[src/hw/htscr_pkg.sv]
// Purpose: constants, register map and types of the sensor control registers
// Assumes: 25 MHz core clock, 8-bit registers behind a 7-bit register address
// Notes:
// Notes on behaviour
// - every visible register is one byte at its own address in one flat map
// - calibration bytes load from nonvolatile memory at power-on; host leaves them (host writes are taken here)
// - registers are selected by a seven-bit register address
// - identification register is read-only and always returns a fixed code
// - temperature averaging code picks 2 to 256 samples, doubling per step
// - humidity averaging code picks 4 to 512 samples; both codes reset to 011
// - active bit low means power-down, its reset value; high means active
// - hold bit set freezes an output pair after one half read until other half
// - rate code selects one-shot, 1 Hz, 7 Hz or 12.5 Hz conversions
// - at power-up nonvolatile contents are copied into trimming registers
// - writing the reload bit recopies trims; hardware clears it when done
// - writing the one-shot bit starts one combined acquisition; reads 0 when idle
// - one-shot end loads results, sets both ready flags, clears one-shot bit
// - heater bit switches the heater; only host writes change it
// - ready flags set on new samples and clear on reading their high byte
// - status updates after every conversion regardless of the hold bit
// - each result is sixteen-bit two's complement split in low and high byte
package htscr_pkg;
   localparam int ADDR_W = 7;
   localparam int DATA_W = 8;
   localparam int CALIB_N = 16;
   localparam int RATE_CNT_W = 25;
   // register addresses
   localparam logic [6:0] A_DEVICE_ID = 7'h0F;
   localparam logic [6:0] A_AVG_CFG = 7'h10;
   localparam logic [6:0] A_CTRL1 = 7'h20;
   localparam logic [6:0] A_CTRL2 = 7'h21;
   localparam logic [6:0] A_CTRL3 = 7'h22;
   localparam logic [6:0] A_STATUS = 7'h27;
   localparam logic [6:0] A_HUM_L = 7'h28;
   localparam logic [6:0] A_HUM_H = 7'h29;
   localparam logic [6:0] A_TEMP_L = 7'h2A;
   localparam logic [6:0] A_TEMP_H = 7'h2B;
   localparam logic [6:0] A_CALIB = 7'h30;
   // identification code; value is arbitrary
   localparam logic [7:0] DEVICE_ID_CODE = 8'h5A;
   // writable bit masks, reserved bits stay zero
   localparam logic [7:0] M_AVG_CFG = 8'h3F;
   localparam logic [7:0] M_CTRL1 = 8'h87;
   localparam logic [7:0] M_CTRL3 = 8'hC4;
   // reset values
   localparam logic [7:0] R_AVG_CFG = 8'h1B;
   localparam logic [7:0] R_CTRL = 8'h00;
   // field positions
   localparam int B_ACTIVE = 7;
   localparam int B_HOLD = 2;
   localparam int B_RATE_HI = 1;
   localparam int B_RATE_LO = 0;
   localparam int B_RELOAD = 7;
   localparam int B_HEATER = 1;
   localparam int B_ONESHOT = 0;
   localparam int B_HUM_RDY = 1;
   localparam int B_TEMP_RDY = 0;
   localparam int B_TAVG_HI = 5;
   localparam int B_TAVG_LO = 3;
   localparam int B_HAVG_HI = 2;
   localparam int B_HAVG_LO = 0;
   // rate codes
   localparam logic [1:0] RATE_ONESHOT = 2'h0;
   localparam logic [1:0] RATE_1HZ = 2'h1;
   localparam logic [1:0] RATE_7HZ = 2'h2;
   localparam logic [1:0] RATE_12HZ5 = 2'h3;
   // timing: periods in ns, counts in clock cycles
   localparam int CLK_PERIOD_NS = 40;
   localparam int PER_1HZ_NS = 1000000000;
   localparam int PER_7HZ_NS = 142857142;
   localparam int PER_12HZ5_NS = 80000000;
   localparam int CNT_1HZ = PER_1HZ_NS / CLK_PERIOD_NS;
   localparam int CNT_7HZ = PER_7HZ_NS / CLK_PERIOD_NS;
   localparam int CNT_12HZ5 = PER_12HZ5_NS / CLK_PERIOD_NS;
   // sequencer states, gray along boot, idle, convert
   typedef enum logic [1:0] {
      ST_BOOT = 2'h0,
      ST_IDLE = 2'h1,
      ST_CONV = 2'h3
   } htscr_state_type;
endpackage

[src/hw/htscr_regs.sv]
// Purpose: register bank and measurement sequencing of the humidity sensor
// Assumes: serial framing decoded outside into one-cycle read/write strobes
// Notes: nonvolatile memory answers its address within the same cycle
//        host writes to calibration bytes are taken; a reload restores them
`timescale 1ns/10ps
module htscr_regs
   import htscr_pkg::*;
#(
   parameter int P_CNT_1HZ = CNT_1HZ,
   parameter int P_CNT_7HZ = CNT_7HZ,
   parameter int P_CNT_12HZ5 = CNT_12HZ5
)
(
   input wire logic i_clock,
   input wire logic i_rst_n,
   input wire logic [ADDR_W-1:0] i_addr,
   input wire logic i_wr,
   input wire logic [DATA_W-1:0] i_wdata,
   input wire logic i_rd,
   output logic [DATA_W-1:0] o_rdata,
   output logic [3:0] o_nvm_addr,
   input wire logic [DATA_W-1:0] i_nvm_data,
   output logic o_conv_start,
   input wire logic i_conv_done,
   input wire logic [15:0] i_hum_sample,
   input wire logic [15:0] i_temp_sample,
   output logic o_active,
   output logic o_heater_en,
   output logic [8:0] o_temp_avg_count,
   output logic [9:0] o_hum_avg_count,
   output logic o_boot_busy
);
   // register state
   logic [7:0] avg_r, avg_nxt;
   logic [7:0] ctrl1_r, ctrl1_nxt;
   logic [7:0] ctrl3_r, ctrl3_nxt;
   logic reload_r, reload_nxt;
   logic heater_r, heater_nxt;
   logic oneshot_r, oneshot_nxt;
   logic hum_rdy_r, hum_rdy_nxt;
   logic temp_rdy_r, temp_rdy_nxt;
   // no reset here: the copy after reset fills every byte
   logic [7:0] calib_mem [0:CALIB_N-1];
   logic [7:0] rdata_r, rdata_nxt;
   logic [8:0] tavg_cnt_r;
   logic [9:0] havg_cnt_r;

   // sequencer state
   htscr_state_type state_r, state_nxt;
   logic [3:0] nvm_addr_r, nvm_addr_nxt;
   logic conv_start_r, conv_start_nxt;
   logic conv_oneshot_r, conv_oneshot_nxt;
   logic [RATE_CNT_W-1:0] rate_cnt_r, rate_cnt_nxt;
   logic periodic_pend_r, periodic_pend_nxt;
   logic busy_r, busy_nxt;

   // address decode
   logic sel_id, sel_avg, sel_ctrl1, sel_ctrl2, sel_ctrl3;
   logic sel_status, sel_hum_l, sel_hum_h, sel_temp_l, sel_temp_h;
   logic sel_calib;
   logic wr_avg, wr_ctrl1, wr_ctrl2, wr_ctrl3, wr_calib;
   logic rd_hum_l, rd_hum_h, rd_temp_l, rd_temp_h;

   // plain address compare, seven bits wide
   assign sel_id = (i_addr == A_DEVICE_ID);
   assign sel_avg = (i_addr == A_AVG_CFG);
   assign sel_ctrl1 = (i_addr == A_CTRL1);
   assign sel_ctrl2 = (i_addr == A_CTRL2);
   assign sel_ctrl3 = (i_addr == A_CTRL3);
   assign sel_status = (i_addr == A_STATUS);
   assign sel_hum_l = (i_addr == A_HUM_L);
   assign sel_hum_h = (i_addr == A_HUM_H);
   assign sel_temp_l = (i_addr == A_TEMP_L);
   assign sel_temp_h = (i_addr == A_TEMP_H);
   // sixteen calibration bytes share the upper address bits
   // low four address bits index them for reads and writes
   assign sel_calib = (i_addr[6:4] == A_CALIB[6:4]);

   // write strobes; reserved and read-only addresses have none
   assign wr_avg = i_wr & sel_avg;
   assign wr_ctrl1 = i_wr & sel_ctrl1;
   assign wr_ctrl2 = i_wr & sel_ctrl2;
   assign wr_ctrl3 = i_wr & sel_ctrl3;
   assign wr_calib = i_wr & sel_calib;

   // read strobes with side effects
   assign rd_hum_l = i_rd & sel_hum_l;
   assign rd_hum_h = i_rd & sel_hum_h;
   assign rd_temp_l = i_rd & sel_temp_l;
   assign rd_temp_h = i_rd & sel_temp_h;

   // decoded control fields
   logic active, hold_en;
   logic [1:0] rate_sel;
   logic [2:0] temp_avg_select, hum_avg_select;
   assign active = ctrl1_r[B_ACTIVE];
   assign hold_en = ctrl1_r[B_HOLD];
   assign rate_sel = ctrl1_r[B_RATE_HI:B_RATE_LO];
   assign temp_avg_select = avg_r[B_TAVG_HI:B_TAVG_LO];
   assign hum_avg_select = avg_r[B_HAVG_HI:B_HAVG_LO];

   // state decodes shared by the copy, start and flag logic
   logic in_boot, in_idle, in_conv;
   assign in_boot = (state_r == ST_BOOT);
   assign in_idle = (state_r == ST_IDLE);
   assign in_conv = (state_r == ST_CONV);

   // result pairs, with pair hold; both load on the same done pulse
   logic [15:0] hum_value, temp_value;
   logic conv_done_ok;
   // a stray done pulse outside a conversion cannot set flags
   assign conv_done_ok = i_conv_done & in_conv;

   htscr_out_pair u_hum_pair (
      .i_clock(i_clock),
      .i_rst_n(i_rst_n),
      .i_load(conv_done_ok),
      .i_sample(i_hum_sample),
      .i_hold_en(hold_en),
      .i_rd_low(rd_hum_l),
      .i_rd_high(rd_hum_h),
      .o_value(hum_value)
   );

   htscr_out_pair u_temp_pair (
      .i_clock(i_clock),
      .i_rst_n(i_rst_n),
      .i_load(conv_done_ok),
      .i_sample(i_temp_sample),
      .i_hold_en(hold_en),
      .i_rd_low(rd_temp_l),
      .i_rd_high(rd_temp_h),
      .o_value(temp_value)
   );

   // configuration writes, reserved bits masked to zero
   assign avg_nxt = wr_avg ? (i_wdata & M_AVG_CFG) : avg_r;
   assign ctrl1_nxt = wr_ctrl1 ? (i_wdata & M_CTRL1) : ctrl1_r;
   assign ctrl3_nxt = wr_ctrl3 ? (i_wdata & M_CTRL3) : ctrl3_r;
   // heater follows only the host's write
   assign heater_nxt = wr_ctrl2 ? i_wdata[B_HEATER] : heater_r;

   // reload bit: a write of one wins over the completion clear
   // a reload asked for mid-conversion waits for the engine to finish
   logic boot_done;
   assign boot_done = in_boot & (nvm_addr_r == 4'hF);
   assign reload_nxt = (wr_ctrl2 & i_wdata[B_RELOAD]) |
                       (reload_r & ~boot_done);

   // one-shot bit: host write of one wins over the hardware clear
   // writing zero cancels a one-shot that has not started
   logic oneshot_clr;
   assign oneshot_clr = conv_done_ok & conv_oneshot_r;
   assign oneshot_nxt = wr_ctrl2 ? i_wdata[B_ONESHOT] :
                        (oneshot_r & ~oneshot_clr);

   // ready flags: a new sample wins over the clearing read
   assign hum_rdy_nxt = conv_done_ok | (hum_rdy_r & ~rd_hum_h);
   assign temp_rdy_nxt = conv_done_ok | (temp_rdy_r & ~rd_temp_h);

   // rate period in cycles for the selected code
   // counter runs only in periodic mode, so each run starts a full period
   logic [RATE_CNT_W-1:0] rate_limit;
   logic rate_run, rate_tick;
   assign rate_limit = (rate_sel == RATE_1HZ) ? RATE_CNT_W'(P_CNT_1HZ - 1) :
                       (rate_sel == RATE_7HZ) ? RATE_CNT_W'(P_CNT_7HZ - 1) :
                       RATE_CNT_W'(P_CNT_12HZ5 - 1);
   assign rate_run = active & (rate_sel != RATE_ONESHOT);
   // compare with >= so a shorter period after a rate change still ends
   assign rate_tick = rate_run & (rate_cnt_r >= rate_limit);
   assign rate_cnt_nxt = (!rate_run || rate_tick) ? '0 :
                         rate_cnt_r + RATE_CNT_W'(1);
   // one pending periodic start; extra ticks during a conversion merge
   logic start_any, start_oneshot;
   // a pending reload goes first so no conversion runs on half-copied trims
   assign start_oneshot = in_idle & ~reload_r & active &
                          oneshot_r;
   assign start_any = in_idle & ~reload_r & active &
                      (oneshot_r | periodic_pend_r);
   assign periodic_pend_nxt = rate_tick | (periodic_pend_r & ~start_any & rate_run);

   // busy has its own flop so the port carries no state decode
   assign busy_nxt = (state_nxt == ST_BOOT);

   // sequencer next state: reload first, then conversions
   always_comb begin
      state_nxt = state_r;
      nvm_addr_nxt = nvm_addr_r;
      conv_start_nxt = 1'b0;
      conv_oneshot_nxt = conv_oneshot_r;
      unique case (state_r)
         ST_BOOT: begin
            nvm_addr_nxt = nvm_addr_r + 4'h1;
            if (boot_done) begin
               state_nxt = ST_IDLE;
            end
         end
         ST_IDLE: begin
            if (reload_r) begin
               state_nxt = ST_BOOT;
               nvm_addr_nxt = 4'h0;
            end else if (start_any) begin
               state_nxt = ST_CONV;
               conv_start_nxt = 1'b1;
               conv_oneshot_nxt = start_oneshot;
            end
         end
         ST_CONV: begin
            if (i_conv_done) begin
               state_nxt = ST_IDLE;
               conv_oneshot_nxt = 1'b0;
            end
         end
         // the unused code restarts the copy rather than hang
         default: begin
            state_nxt = ST_BOOT;
            nvm_addr_nxt = 4'h0;
         end
      endcase
   end

   // calibration bytes: copied while booting, host writes otherwise
   always_ff @(posedge i_clock) begin
      if (in_boot) begin
         calib_mem[nvm_addr_r] <= i_nvm_data;
      end else if (wr_calib) begin
         calib_mem[i_addr[3:0]] <= i_wdata;
      end
   end

   // read mux; reserved addresses read zero
   always_comb begin
      rdata_nxt = 8'h00;
      if (sel_id) begin
         rdata_nxt = DEVICE_ID_CODE;
      end else if (sel_avg) begin
         rdata_nxt = avg_r;
      end else if (sel_ctrl1) begin
         rdata_nxt = ctrl1_r;
      end else if (sel_ctrl2) begin
         rdata_nxt = {reload_r, 5'h00, heater_r, oneshot_r};
      end else if (sel_ctrl3) begin
         rdata_nxt = ctrl3_r;
      end else if (sel_status) begin
         rdata_nxt = {6'h00, hum_rdy_r, temp_rdy_r};
      end else if (sel_hum_l) begin
         rdata_nxt = hum_value[7:0];
      end else if (sel_hum_h) begin
         rdata_nxt = hum_value[15:8];
      end else if (sel_temp_l) begin
         rdata_nxt = temp_value[7:0];
      end else if (sel_temp_h) begin
         rdata_nxt = temp_value[15:8];
      end else if (sel_calib) begin
         rdata_nxt = calib_mem[i_addr[3:0]];
      end
   end

   // host-written configuration
   always_ff @(posedge i_clock) begin
      if (!i_rst_n) begin
         avg_r <= R_AVG_CFG;
         ctrl1_r <= R_CTRL;
         ctrl3_r <= R_CTRL;
         heater_r <= 1'b0;
      end else begin
         avg_r <= avg_nxt;
         ctrl1_r <= ctrl1_nxt;
         ctrl3_r <= ctrl3_nxt;
         heater_r <= heater_nxt;
      end
   end

   // self-clearing command bits and ready flags
   always_ff @(posedge i_clock) begin
      if (!i_rst_n) begin
         reload_r <= 1'b0;
         oneshot_r <= 1'b0;
         hum_rdy_r <= 1'b0;
         temp_rdy_r <= 1'b0;
      end else begin
         reload_r <= reload_nxt;
         oneshot_r <= oneshot_nxt;
         hum_rdy_r <= hum_rdy_nxt;
         temp_rdy_r <= temp_rdy_nxt;
      end
   end

   // sequencer registers; reset lands in boot so trims load first
   always_ff @(posedge i_clock) begin
      if (!i_rst_n) begin
         state_r <= ST_BOOT;
         nvm_addr_r <= 4'h0;
         busy_r <= 1'b1;
      end else begin
         state_r <= state_nxt;
         nvm_addr_r <= nvm_addr_nxt;
         busy_r <= busy_nxt;
      end
   end

   // conversion start and rate timing
   always_ff @(posedge i_clock) begin
      if (!i_rst_n) begin
         conv_start_r <= 1'b0;
         conv_oneshot_r <= 1'b0;
         rate_cnt_r <= '0;
         periodic_pend_r <= 1'b0;
      end else begin
         conv_start_r <= conv_start_nxt;
         conv_oneshot_r <= conv_oneshot_nxt;
         rate_cnt_r <= rate_cnt_nxt;
         periodic_pend_r <= periodic_pend_nxt;
      end
   end

   // registered read data, held between reads
   // held so a slow serial shifter can take the byte at its own pace
   always_ff @(posedge i_clock) begin
      if (!i_rst_n) begin
         rdata_r <= 8'h00;
      end else if (i_rd) begin
         rdata_r <= rdata_nxt;
      end
   end

   // averaging depths as sample counts for the engine
   // registered so the engine never sees a code mid-write
   always_ff @(posedge i_clock) begin
      if (!i_rst_n) begin
         tavg_cnt_r <= 9'h010;
         havg_cnt_r <= 10'h020;
      end else begin
         tavg_cnt_r <= 9'h002 << temp_avg_select;
         havg_cnt_r <= 10'h004 << hum_avg_select;
      end
   end

   // outputs straight from flops
   assign o_rdata = rdata_r;
   assign o_nvm_addr = nvm_addr_r;
   assign o_conv_start = conv_start_r;
   assign o_active = ctrl1_r[B_ACTIVE];
   assign o_heater_en = heater_r;
   assign o_temp_avg_count = tavg_cnt_r;
   assign o_hum_avg_count = havg_cnt_r;
   assign o_boot_busy = busy_r;
endmodule

[src/hw/htscr_out_pair.sv]
// Purpose: one sixteen-bit result shown as two bytes, with optional pair hold
// Assumes: read strobes are one-cycle pulses from the register port
// Notes: latest sample waits in a shadow while the shown value is frozen
`timescale 1ns/10ps
module htscr_out_pair
   import htscr_pkg::*;
(
   input wire logic i_clock,
   input wire logic i_rst_n,
   input wire logic i_load,
   input wire logic [15:0] i_sample,
   input wire logic i_hold_en,
   input wire logic i_rd_low,
   input wire logic i_rd_high,
   output logic [15:0] o_value
);
   logic lo_seen_r, lo_seen_nxt;
   logic hi_seen_r, hi_seen_nxt;
   logic [15:0] shadow_r, shadow_nxt;
   logic [15:0] shown_r, shown_nxt;
   logic frozen_nxt;

   // pair tracking: second half read closes the pair
   assign lo_seen_nxt = i_hold_en & ((i_rd_low & ~hi_seen_r & ~i_rd_high) |
                        (lo_seen_r & ~i_rd_high));
   assign hi_seen_nxt = i_hold_en & ((i_rd_high & ~lo_seen_r & ~i_rd_low) |
                        (hi_seen_r & ~i_rd_low));
   assign frozen_nxt = lo_seen_nxt | hi_seen_nxt;
   assign shadow_nxt = i_load ? i_sample : shadow_r;
   // frozen pair keeps both halves from one sample
   assign shown_nxt = frozen_nxt ? shown_r : shadow_nxt;
   assign o_value = shown_r;

   // state registers
   always_ff @(posedge i_clock) begin
      if (!i_rst_n) begin
         lo_seen_r <= 1'b0;
         hi_seen_r <= 1'b0;
         shadow_r <= 16'h0000;
         shown_r <= 16'h0000;
      end else begin
         lo_seen_r <= lo_seen_nxt;
         hi_seen_r <= hi_seen_nxt;
         shadow_r <= shadow_nxt;
         shown_r <= shown_nxt;
      end
   end
endmodule

[config.mk]
export PLATFORM = sky130hd
export DESIGN_NAME = htscr_regs
export DESIGN_NICKNAME = d
export VERILOG_FILES = /design/src/hw/htscr_pkg.sv /design/src/hw/htscr_regs.sv /design/src/hw/htscr_out_pair.sv
export SDC_FILE = /design/constraint.sdc
export NUM_CORES = 1
export LEC_CHECK = 0
export ABC_AREA = 1
export BUFFER_PORTS_ARGS = -buffer_cell sky130_fd_sc_hd__buf_4
export CORE_ASPECT_RATIO = 0.6
export CORE_MARGIN = 2
export CORE_UTILIZATION = 60
export CTS_CLUSTER_SIZE = 16
export DETAILED_ROUTE_END_ITERATION = 8
export PLACE_DENSITY = 0.8
export REMOVE_ABC_BUFFERS = 1
export SLEW_MARGIN = 15
export SYNTH_ARGS = -nofsm -noshare
export SYNTH_HDL_FRONTEND = slang
export SYNTH_HIERARCHICAL = 1
export SYNTH_SLANG_ARGS = --single-unit
[constraint.sdc]
create_clock -name i_clock -period 2.5 [get_ports i_clock]
set_input_delay 0.25 -clock i_clock [delete_from_list [all_inputs] [get_ports i_clock]]
set_output_delay 0.25 -clock i_clock [all_outputs]
set_load 0.1 [all_outputs]
* Word-level counts from Yosys, hierarchy flattened
Memories as Yosys holds them, arrays and structs flattened. Index checks and enable logic that the tools add are counted.
Storage, ports and cells: bits of input ports 60, logic and storage cells 166, memories kept 1, bits in writable memories 128, register bits after elaboration 148, output and inout port bits 35
Operators by class: reduce and logical (&&, ||, !) cells 11, shift-type cells 2, bitwise logic cells 67, mux-type cells 36, equal/unequal tests 20, add/subtract/negate cells 2, $lt $le $gt $ge 1
Memories:
- calib_mem | depth 16, width 8, rd ports 1, clocked after memory_dff 0, write ports 1, RTL line htscr_regs.sv:43 | logic [7:0] calib_mem [0:CALIB_N-1];
Operators with widths (count):
- 8-bit two-way mux | 12
- 7-bit by 6-bit == test with 1-bit output (second input constant) | 8
- 1-bit bitwise AND | 41
- 16-bit two-way mux | 2
- 25-bit by 1-bit adder with 25-bit output (second input constant) | 1
- 25-bit >= comparator | 1
- 25-bit two-way mux | 1
- 22-bit two-way mux | 1
- 1-bit inverter | 15
- 4-bit case mux with 3 select lines | 1
- 1-bit two-way mux | 11
- 1-bit OR | 11
- 3-bit by 3-bit left shift with 10-bit output (first input constant) | 1
- 2-bit by 3-bit left shift with 9-bit output (first input constant) | 1
- 2-bit two-way mux | 4
- 4-bit two-way mux | 2
- 8-bit OR reduction | 1
- 7-bit by 4-bit == test with 1-bit output (second input constant) | 1
- 7-bit by 5-bit == test with 1-bit output (second input constant) | 1
- 2-bit inequality test (second input constant) | 3
- 2-bit case mux with 3 select lines | 1
- 4-bit by 1-bit adder with 4-bit output (second input constant) | 1
- 2-bit by 1-bit == test with 1-bit output (second input constant) | 2
- 2-bit == test (second input constant) | 2
- other kinds (12) | 14

* Logic depth before layout (Yosys ltp)
Gate-level depths: netlist of the first run.
depth in word-level cells 12, mapped depth 16, mapped depth without buffers 15

* Modules after synthesis
The synthesis of the first run kept the hierarchy.
Modules (own cells, without submodules):
- htscr_regs | seq. area each 5385.2 µm², cells an instance 979, instances 1, area each 9273.9 µm²
- htscr_out_pair | seq. area each 680.7 µm², cells an instance 188, instances 2, area each 1467.7 µm²

* Least setup slack after synthesis of the first run
Ideal clock, no wire load.
kind register -> register, start register ctrl1_r[0], end register rate_cnt_r[21], library setup time 78 ps, required time 2422 ps, stages on the path, launching flop included 14, path slack 214 ps, arrival 2209 ps, period minus slack after synthesis 2286 ps, path buffers 2, path through dfxtp_1 > inv_1 > ha_1 > buf_2 > inv_2 > ha_1 > nand3_1 > a21oi_1 > a211oi_1 > nand2_1 > a21oi_2 > nand4_2 > buf_2 > nor3_1
Between the ends: cells in the longest elaborated chain, start to end 7, elaborated cells on any way between the ends 11, those cells by class 1 x order compare; 2 x eq/ne; 2 x mux; 2 x bitwise; 4 x reduce/logical
RTL lines:
- from (decl) | RTL line htscr_regs.sv:35 | logic [7:0] ctrl1_r, ctrl1_nxt;
- from (signal assigned) | RTL line htscr_regs.sv:268 | ctrl1_r <= ctrl1_nxt;
- 2-bit == test | RTL line htscr_regs.sv:166 | (rate_sel == RATE_7HZ) ? RATE_CNT_W'(P_CNT_7HZ - 1) :
- 22-bit two-way mux | RTL line htscr_regs.sv:166
- 25-bit two-way mux | RTL line htscr_regs.sv:165 | assign rate_limit = (rate_sel == RATE_1HZ) ? RATE_CNT_W'(P_CNT_1HZ - 1) :
- 25-bit >= comparator | RTL line htscr_regs.sv:170 | assign rate_tick = rate_run & (rate_cnt_r >= rate_limit);
- 1-bit bitwise AND | RTL line htscr_regs.sv:170
- 1-bit logical OR (*) | RTL line htscr_regs.sv:171 | assign rate_cnt_nxt = (!rate_run || rate_tick) ? '0 :
- 2-bit OR reduction (no line) (*)
- to (signal assigned) | RTL line htscr_regs.sv:312 | rate_cnt_r <= rate_cnt_nxt;
- to (decl) | RTL line htscr_regs.sv:53 | logic [RATE_CNT_W-1:0] rate_cnt_r, rate_cnt_nxt;
Mark *: on every way between the ends. The rest lies on a longest branch, timed or not. A chain may end at the register's enable or synchronous reset.

* Worst setup path in the final report of the first run
start register ctrl1_r[0], end register rate_cnt_r[22]
The elaborated chain is that of the path after synthesis.

==> results.yml, run 1 <==
status:
  status: "complete, no violations"
sta:
  period_share: 0.922
  finalSetupTns_ns: 0
  fin_ws_ns: 0.194
  tightestPinTransition_ns: 0.677
  slew_headroom: 0.548
  skew_ns: 0.0116
  layout_min_cycle_time_ns: 2.31
  finalSetupViolCount: 0
  slew_violations: 0
  finalHoldViolations: 0
  rsz0062_at_grt: "no"
  fmaxAchievable_mhz: 434
power:
  combPwrFrac: 0.067
  seqPwrFrac: 0.529
  power_density_nw_per_um2: 634
  leakage_nw: 6.10
  p_sw_frac: 0.233
  power_frac_clock: 0.404
  p_int_w: 0.00691
  ir_drop_uv: 493
  switchingPower_w: 0.00209
drt:
  routed_wirelength_um: 29700
  drcViolationCount: 0
  ant_nets: 0
  firstDrtPassIters: 6
  vias: 9692
  wl_per_cell_um: 16.7
  viasPerCell: 5.46
  drtIter0Drc: 1205
floorplanning:
  dieArea_um2: 21500
  fp.dieW_um: 188
  num_rows: 40
  core_um2: 20000
  ios: 95
  initial_core_util: 0.611
  die-height_um: 114
cts:
  numCtsBuffers: 25
  cts_tree: "done"
  cts_num_sinks: 273
  cts-htree-levels: 1
  postCtsSetupRepairBufs: 0
  clock_latency_ns: 0.53
  clockBufferDepth: 3
  cts_root_buf: "clkbuf_16"
  path_clk_slew_ns: 0.07
finish:
  fillers: 1514
  n_antenna_cell: 0
  postLayoutCellArea_um2: 14200
  seq_area_um2: 6750
  area_growth_pct: 16.4
  final_layout_size_suffix_gt1_frac: 0.189
  final_common_cell: "nand2_1"
  final_cell_mix: "nand2_1 (344), dfxtp_1 (143), buf_4 (138)"
  multi_input_comb_area_um2: 4610
  layout.nets: 1562
yosys:
  syn-cell-area_um2: 12200
  syn-instance-count: 1355
  ys_types: 44
  syn_avg_cell_area_um2: 9.01
  ys_seq_area_frac: 0.553
  yosys_warnings: 6
  ys_seq_elements: 273
worst_setup_path:
  rr_startpoint: "ctrl1_r[0]$_SDFFE_PN0P_"
  crit_fanout: 25
  start_kind: "flip-flop"
  critical_path_class: "flip-flop to flip-flop"
  worstSetupEndpointType: "flip-flop"
  rrSetupSlack_ns: 0.19
  crit_arrival_ns: 2.75
  worstPathRequired_ns: 2.95
  crit_end: "rate_cnt_r[22]$_SDFF_PP0_"
  setup.worst_path.start: "ctrl1_r[0]$_SDFFE_PN0P_"
  r2r-end: "rate_cnt_r[22]$_SDFF_PP0_"
  r2r_cells: 13
global_routing:
  track_usage: 0.279
  antenna_found_initial: 0
  grt_max_degree: 42
  grt_overflow_total: 0
  grt_pass1_vias: 9344
  grt_pass1_wl_um: 47800
place:
  pre_cts_slack_ns: 0.114
  placed_cell_area_um2: 13400
  dp_hpwl_um: 20900
  io_buffers: 91
  gp_congestion: 0.897
flow_run:
  maxCapViolations: 0
worst_hold_path:
  hold_path_class: "input port to flip-flop"
-- how the worst min path moves through the flow --
| stage | from | to | slack [ns] | cells past startpoint |
|---|---|---|---|---|
| floorplan | i_rst_n | o_hum_avg_count[5]$_SDFF_PN1_ | 0.32 | 1 |
| CTS | i_wdata[7] | reload_r$_SDFF_PN0_ | 0.003 | 3 |
| finish | i_wdata[7] | ctrl1_r[7]$_SDFFE_PN0P_ | 0.02 | 3 |
| global route | i_rst_n | o_hum_avg_count[5]$_SDFF_PN1_ | 0.02 | 2 |
| detailed placement | ctrl3_r[7]$_SDFFE_PN0P_ | ctrl3_r[7]$_SDFFE_PN0P_ | 0.44 | 2 |
| global placement | rate_cnt_r[0]$_SDFF_PP0_ | rate_cnt_r[0]$_SDFF_PP0_ | 0.43 | 1 |
-- cell usage after synthesis --
| library cell | n | area share |
|---|---|---|
| a211o_1 | 2 | 0.0014 |
| a211oi_1 | 1 | 0.00062 |
| a21oi_1 | 87 | 0.036 |
| a21oi_2 | 1 | 0.00072 |
| a221oi_1 | 1 | 0.00072 |
| a22oi_1 | 32 | 0.020 |
| buf_2 | 16 | 0.0066 |
| buf_4 | 12 | 0.0074 |
| buf_6 | 15 | 0.014 |
| clkbuf_1 | 8 | 0.0025 |
| conb_1 | 1 | 0.00031 |
| dfxtp_1 | 145 | 0.24 |
| edfxtp_1 | 128 | 0.31 |
| ha_1 | 19 | 0.019 |
| inv_1 | 124 | 0.038 |
| inv_2 | 13 | 0.0040 |
| mux2_2 | 3 | 0.0028 |
| nand2_1 | 344 | 0.11 |
| nand2_2 | 5 | 0.0026 |
| nand2_4 | 1 | 0.00092 |
| nand3_1 | 54 | 0.022 |
| nand3_2 | 9 | 0.0074 |
| nand4_1 | 27 | 0.014 |
| nand4_2 | 3 | 0.0031 |
| nand4_4 | 1 | 0.0017 |
| nor2_1 | 132 | 0.041 |
| nor2_2 | 14 | 0.0072 |
| nor2_4 | 7 | 0.0065 |
| nor3_1 | 27 | 0.011 |
| nor3_4 | 2 | 0.0027 |
| nor3b_1 | 5 | 0.0031 |
| nor4_1 | 3 | 0.0015 |
| nor4_4 | 1 | 0.0017 |
| o211ai_1 | 6 | 0.0037 |
| o21ai_0 | 41 | 0.017 |
| o21ai_1 | 8 | 0.0033 |
| o21ai_2 | 28 | 0.020 |
| o221ai_1 | 1 | 0.00072 |
| o31ai_1 | 2 | 0.0012 |
| or2_0 | 3 | 0.0015 |
| or2_1 | 1 | 0.00051 |
| or2_2 | 8 | 0.0041 |
| xnor2_1 | 7 | 0.0050 |
| xor2_1 | 7 | 0.0050 |
-- metrics by stage --
step | power, W | hold slack (ns) | instances | utilization
floorplan | 0.00517 | 0.321 | 1306 | -
global placement | 0.00543 | 0.430 | 1724 | 0.670
detailed placement | 0.00545 | 0.440 | 1724 | 0.670
CTS | 0.00904 | 0.00323 | 1775 | 0.711
global route | 0.00926 | 0.0245 | 1775 | 0.711
finish | 0.00900 | 0.0245 | 1775 | 0.711
-- state kept, by name, summed over array words and instances (netlist names), 2 cells and up --
signal,count
calib_mem,128
rate_cnt_r,25
u_hum_pair/o_value,16
u_hum_pair/shadow_r,16
u_temp_pair/o_value,16
u_temp_pair/shadow_r,16
o_hum_avg_count,8
o_rdata,8
o_temp_avg_count,8
avg_r,6
ctrl1_r,4
o_nvm_addr,4
ctrl3_r,3
state_r,2
-- power by group through the flow --
stage               logic [W]  registers [W]  clock network [W]
floorplan            0.000251        0.00492                  0
global placement     0.000579        0.00486                  0
detailed placement   0.000589        0.00486                  0
CTS                  0.000599        0.00476            0.00368
global route         0.000658        0.00476            0.00384
finish               0.000607        0.00476            0.00364
-- layout make-up --
cell class / count / share of cell area
Clock buffer: 35 / 0.0496
Clock inverter: 11 / 0.00458
Inverter: 137 / 0.0362
Multi-Input combinational cell: 896 / 0.324
Sequential cell: 273 / 0.475
Tap cell: 273 / 0.0240
Timing Repair Buffer: 150 / 0.0863
-- worst max-delay path, cell delays in order, from the launching register on --
cell and delay, ns:
dfxtp_2 0.36, inv_1 0.07, ha_1 0.30, ha_1 0.33, inv_1 0.06, nor2_1 0.04, o211ai_1 0.15, a21oi_1 0.08
o21ai_0 0.17, nand2_1 0.07, nand3_1 0.10, nand4_2 0.11, buf_12 0.19, nor3b_1 0.18
-- repair_timing --
action	4_1_cts	5_1_grt
hold buffers	5	0
endpoints found under the hold margin	7	0
gates resized for setup	0	8
endpoints found under the setup margin	0	33
-- cells by family (layout without fill, tap and decap cells) --
| kind of cell | after synthesis | after routing | share of synthesized area |
|---|---|---|---|
| and+or+nand+nor | 647 | 647 | 0.238 |
| DFF | 273 | 273 | 0.553 |
| muxes | 3 | 3 | 0.00277 |
| xor gates and xnor gates | 14 | 14 | 0.0100 |
| AOI/OAI and AO/OA | 210 | 210 | 0.105 |
| adders and majority gates | 19 | 19 | 0.0195 |
| buffers and inverters | 188 | 333 | 0.0724 |
| other | 1 | 3 | 0.000307 |
-- layer usage --
metal / track usage / wire length (um) / up-vias
met5: 0 / 0 / -
met4: 0.0567 / 515 / 0
met3: 0.0512 / 2920 / 41
met2: 0.429 / 12600 / 418
met1: 0.417 / 13600 / 4463
li1: - / - / 4770
No activity file was read; power rests on OpenSTA's default activity.
==> inputs of run 2 (changes only) <==
--- a/config.mk
+++ b/config.mk
@@ -13,7 +13,6 @@
 export CTS_CLUSTER_SIZE = 16
 export DETAILED_ROUTE_END_ITERATION = 8
 export PLACE_DENSITY = 0.8
-export REMOVE_ABC_BUFFERS = 1
 export SLEW_MARGIN = 15
 export SYNTH_ARGS = -nofsm -noshare
 export SYNTH_HDL_FRONTEND = slang
==> constraint.sdc (replaced) <==
create_clock -name i_clock -period 2.4 [get_ports i_clock]
set_input_delay 0.24 -clock i_clock [delete_from_list [all_inputs] [get_ports i_clock]]
set_output_delay 0.24 -clock i_clock [all_outputs]
set_load 0.1 [all_outputs]
==> results.yml, run 2 (synthesis gave the netlist of run 1 again) <==
power:
  ir_drop_uv: 471
  p_total_w: 0.00958
  leakage_nw: 6.13
  power_density_nw_per_um2: 669
drt:
  firstDrtPassIters: 5
  wl_per_cell_um: 16.9
  drtIter0Drc: 1061
  routed_wirelength_um: 30000
  viasPerCell: 5.52
  drcViolationCount: 0
  vias: 9799
  ant_nets: 0
global_routing:
  grt_pass1_wl_um: 47700
  antenna_found_initial: 0
  grt_max_degree: 67
  grt_pass1_vias: 9207
  track_usage: 0.281
  grt_overflow_total: 0
floorplanning:
  num_rows: 40
  ios: 95
  dieArea_um2: 21500
  fp.dieW_um: 188
  core_um2: 20000
  initial_core_util: 0.611
  die-height_um: 114
cts:
  cts_num_sinks: 273
  cts-htree-levels: 1
  path_clk_slew_ns: 0.07
  numCtsBuffers: 25
  cts_root_buf: "clkbuf_16"
  cts_tree: "done"
  clockBufferDepth: 3
  clock_latency_ns: 0.52
  postCtsSetupRepairBufs: 0
sta:
  finalSetupViolCount: 0
  fmaxAchievable_mhz: 432
  tightestPinTransition_ns: 0.611
  worst_hold_slack_ns: 0.0204
  finalHoldViolations: 0
  layout_min_cycle_time_ns: 2.32
  period_share: 0.966
  slew_violations: 0
  slew_headroom: 0.591
  skew_ns: 0.00875
finish:
  top_regs: "calib_mem x128, rate_cnt_r x25"
  area_growth_pct: 17.2
  final_cell_mix: "nand2_1 (344), dfxtp_1 (143), buf_4 (139)"
  final_layout_size_suffix_gt1_frac: 0.194
  largest_register_ffs: 128
  layout.nets: 1564
  top_register: "calib_mem"
  n_antenna_cell: 0
  final_common_cell: "nand2_1"
place:
  io_buffers: 91
  gp_congestion: 0.880
  dp_hpwl_um: 21100
worst_setup_path:
  worstSetupEndpointType: "flip-flop"
  start_kind: "flip-flop"
  crit_buf_inv: 3
  slowest_stage: "dfxtp_2"
  critical_path_class: "flip-flop to flip-flop"
  slowest_delay_ns: 0.37
  crit_arrival_ns: 2.76
  path_cells: "inv_1 > ha_4 > inv_2 > ha_1 > nand3_1 > a21oi_1 > a211oi_1 > nand2_1 > a21oi_2 > nand4_2 > buf_12 > nor3b_1"
  cp_top_family: "adder cells"
  crit_fanout: 25
  worstPathRequired_ns: 2.84
status:
  status: "complete, no violations"
worst_hold_path:
  hold_path_class: "input port to flip-flop"
flow_run:
  maxCapViolations: 0
[run 2: routing by layer]
metal / wire length, um / GRT usage / part of all wire / vias up
met2: 12500 / 0.416 / 0.42 / 442
met1: 13500 / 0.417 / 0.45 / 4527
li1: - / - / - / 4777
met3: 3330 / 0.0693 / 0.11 / 53
met4: 653 / 0.0672 / 0.022 / 0
met5: 0 / 0 / 0 / -
[run 2: worst paths after layout]
kind / start / end / slack [ns] / depth (start not counted)
max: ctrl1_r[0]$_SDFFE_PN0P_ / rate_cnt_r[19]$_SDFF_PP0_ / 0.08 / 12
min: i_rd / o_rdata[5]$_SDFFE_PN0P_ / 0.02 / 3
max reg2reg: ctrl1_r[0]$_SDFFE_PN0P_ / rate_cnt_r[19]$_SDFF_PP0_ / 0.08 / 12
min reg2reg: ctrl3_r[6]$_SDFFE_PN0P_ / ctrl3_r[6]$_SDFFE_PN0P_ / 0.45 / 2
[run 2: power breakdown]
part	switching (W)	internal (W)
Combinational	0.000442	0.000207
Clock	0.00169	0.00227
Sequential	0.0000250	0.00493
Total	0.00216	0.00742
[run 2: worst reg2reg max path, cell delays in order (launching register included)]
cell,delay (ns)
dfxtp_2,0.37
inv_1,0.11
ha_4,0.30
inv_2,0.04
ha_1,0.30
nand3_1,0.09
a21oi_1,0.06
a211oi_1,0.16
nand2_1,0.09
a21oi_2,0.19
nand4_2,0.15
buf_12,0.19
nor3b_1,0.19
[run 2: through the flow]
step / utilization / instances / instance area, um2 / setup WS, ns / TNS (ns)
after global placement: 0.670 / 1725 / 13400 / -0.149 / -10.87
after floorplan: - / 1357 / 12200 / 0.114 / 0
after global routing: 0.716 / 1775 / 14300 / -0.00857 / -0.00857
after detailed placement: 0.670 / 1725 / 13400 / -0.0967 / -3.54
after CTS: 0.714 / 1775 / 14200 / 0.0434 / 0
final: 0.716 / 1775 / 14300 / 0.0827 / 0
[run 2: repair_timing]
item / in CTS / in global routing
setup endpoints to repair: 0 / 153
endpoints found under the hold margin: 9 / 0
hold buffers: 6 / 0
gates resized for setup: 0 / 14
[run 2: cell type report]
cell class | count | area [um2]
Fill cell | 1510 | 5660
Timing Repair Buffer | 152 | 1240
Clock buffer | 30 | 658
Sequential cell | 273 | 6750
Inverter | 137 | 514
Tap cell | 273 | 342
Multi-Input combinational cell | 896 | 4650
Clock inverter | 14 | 148
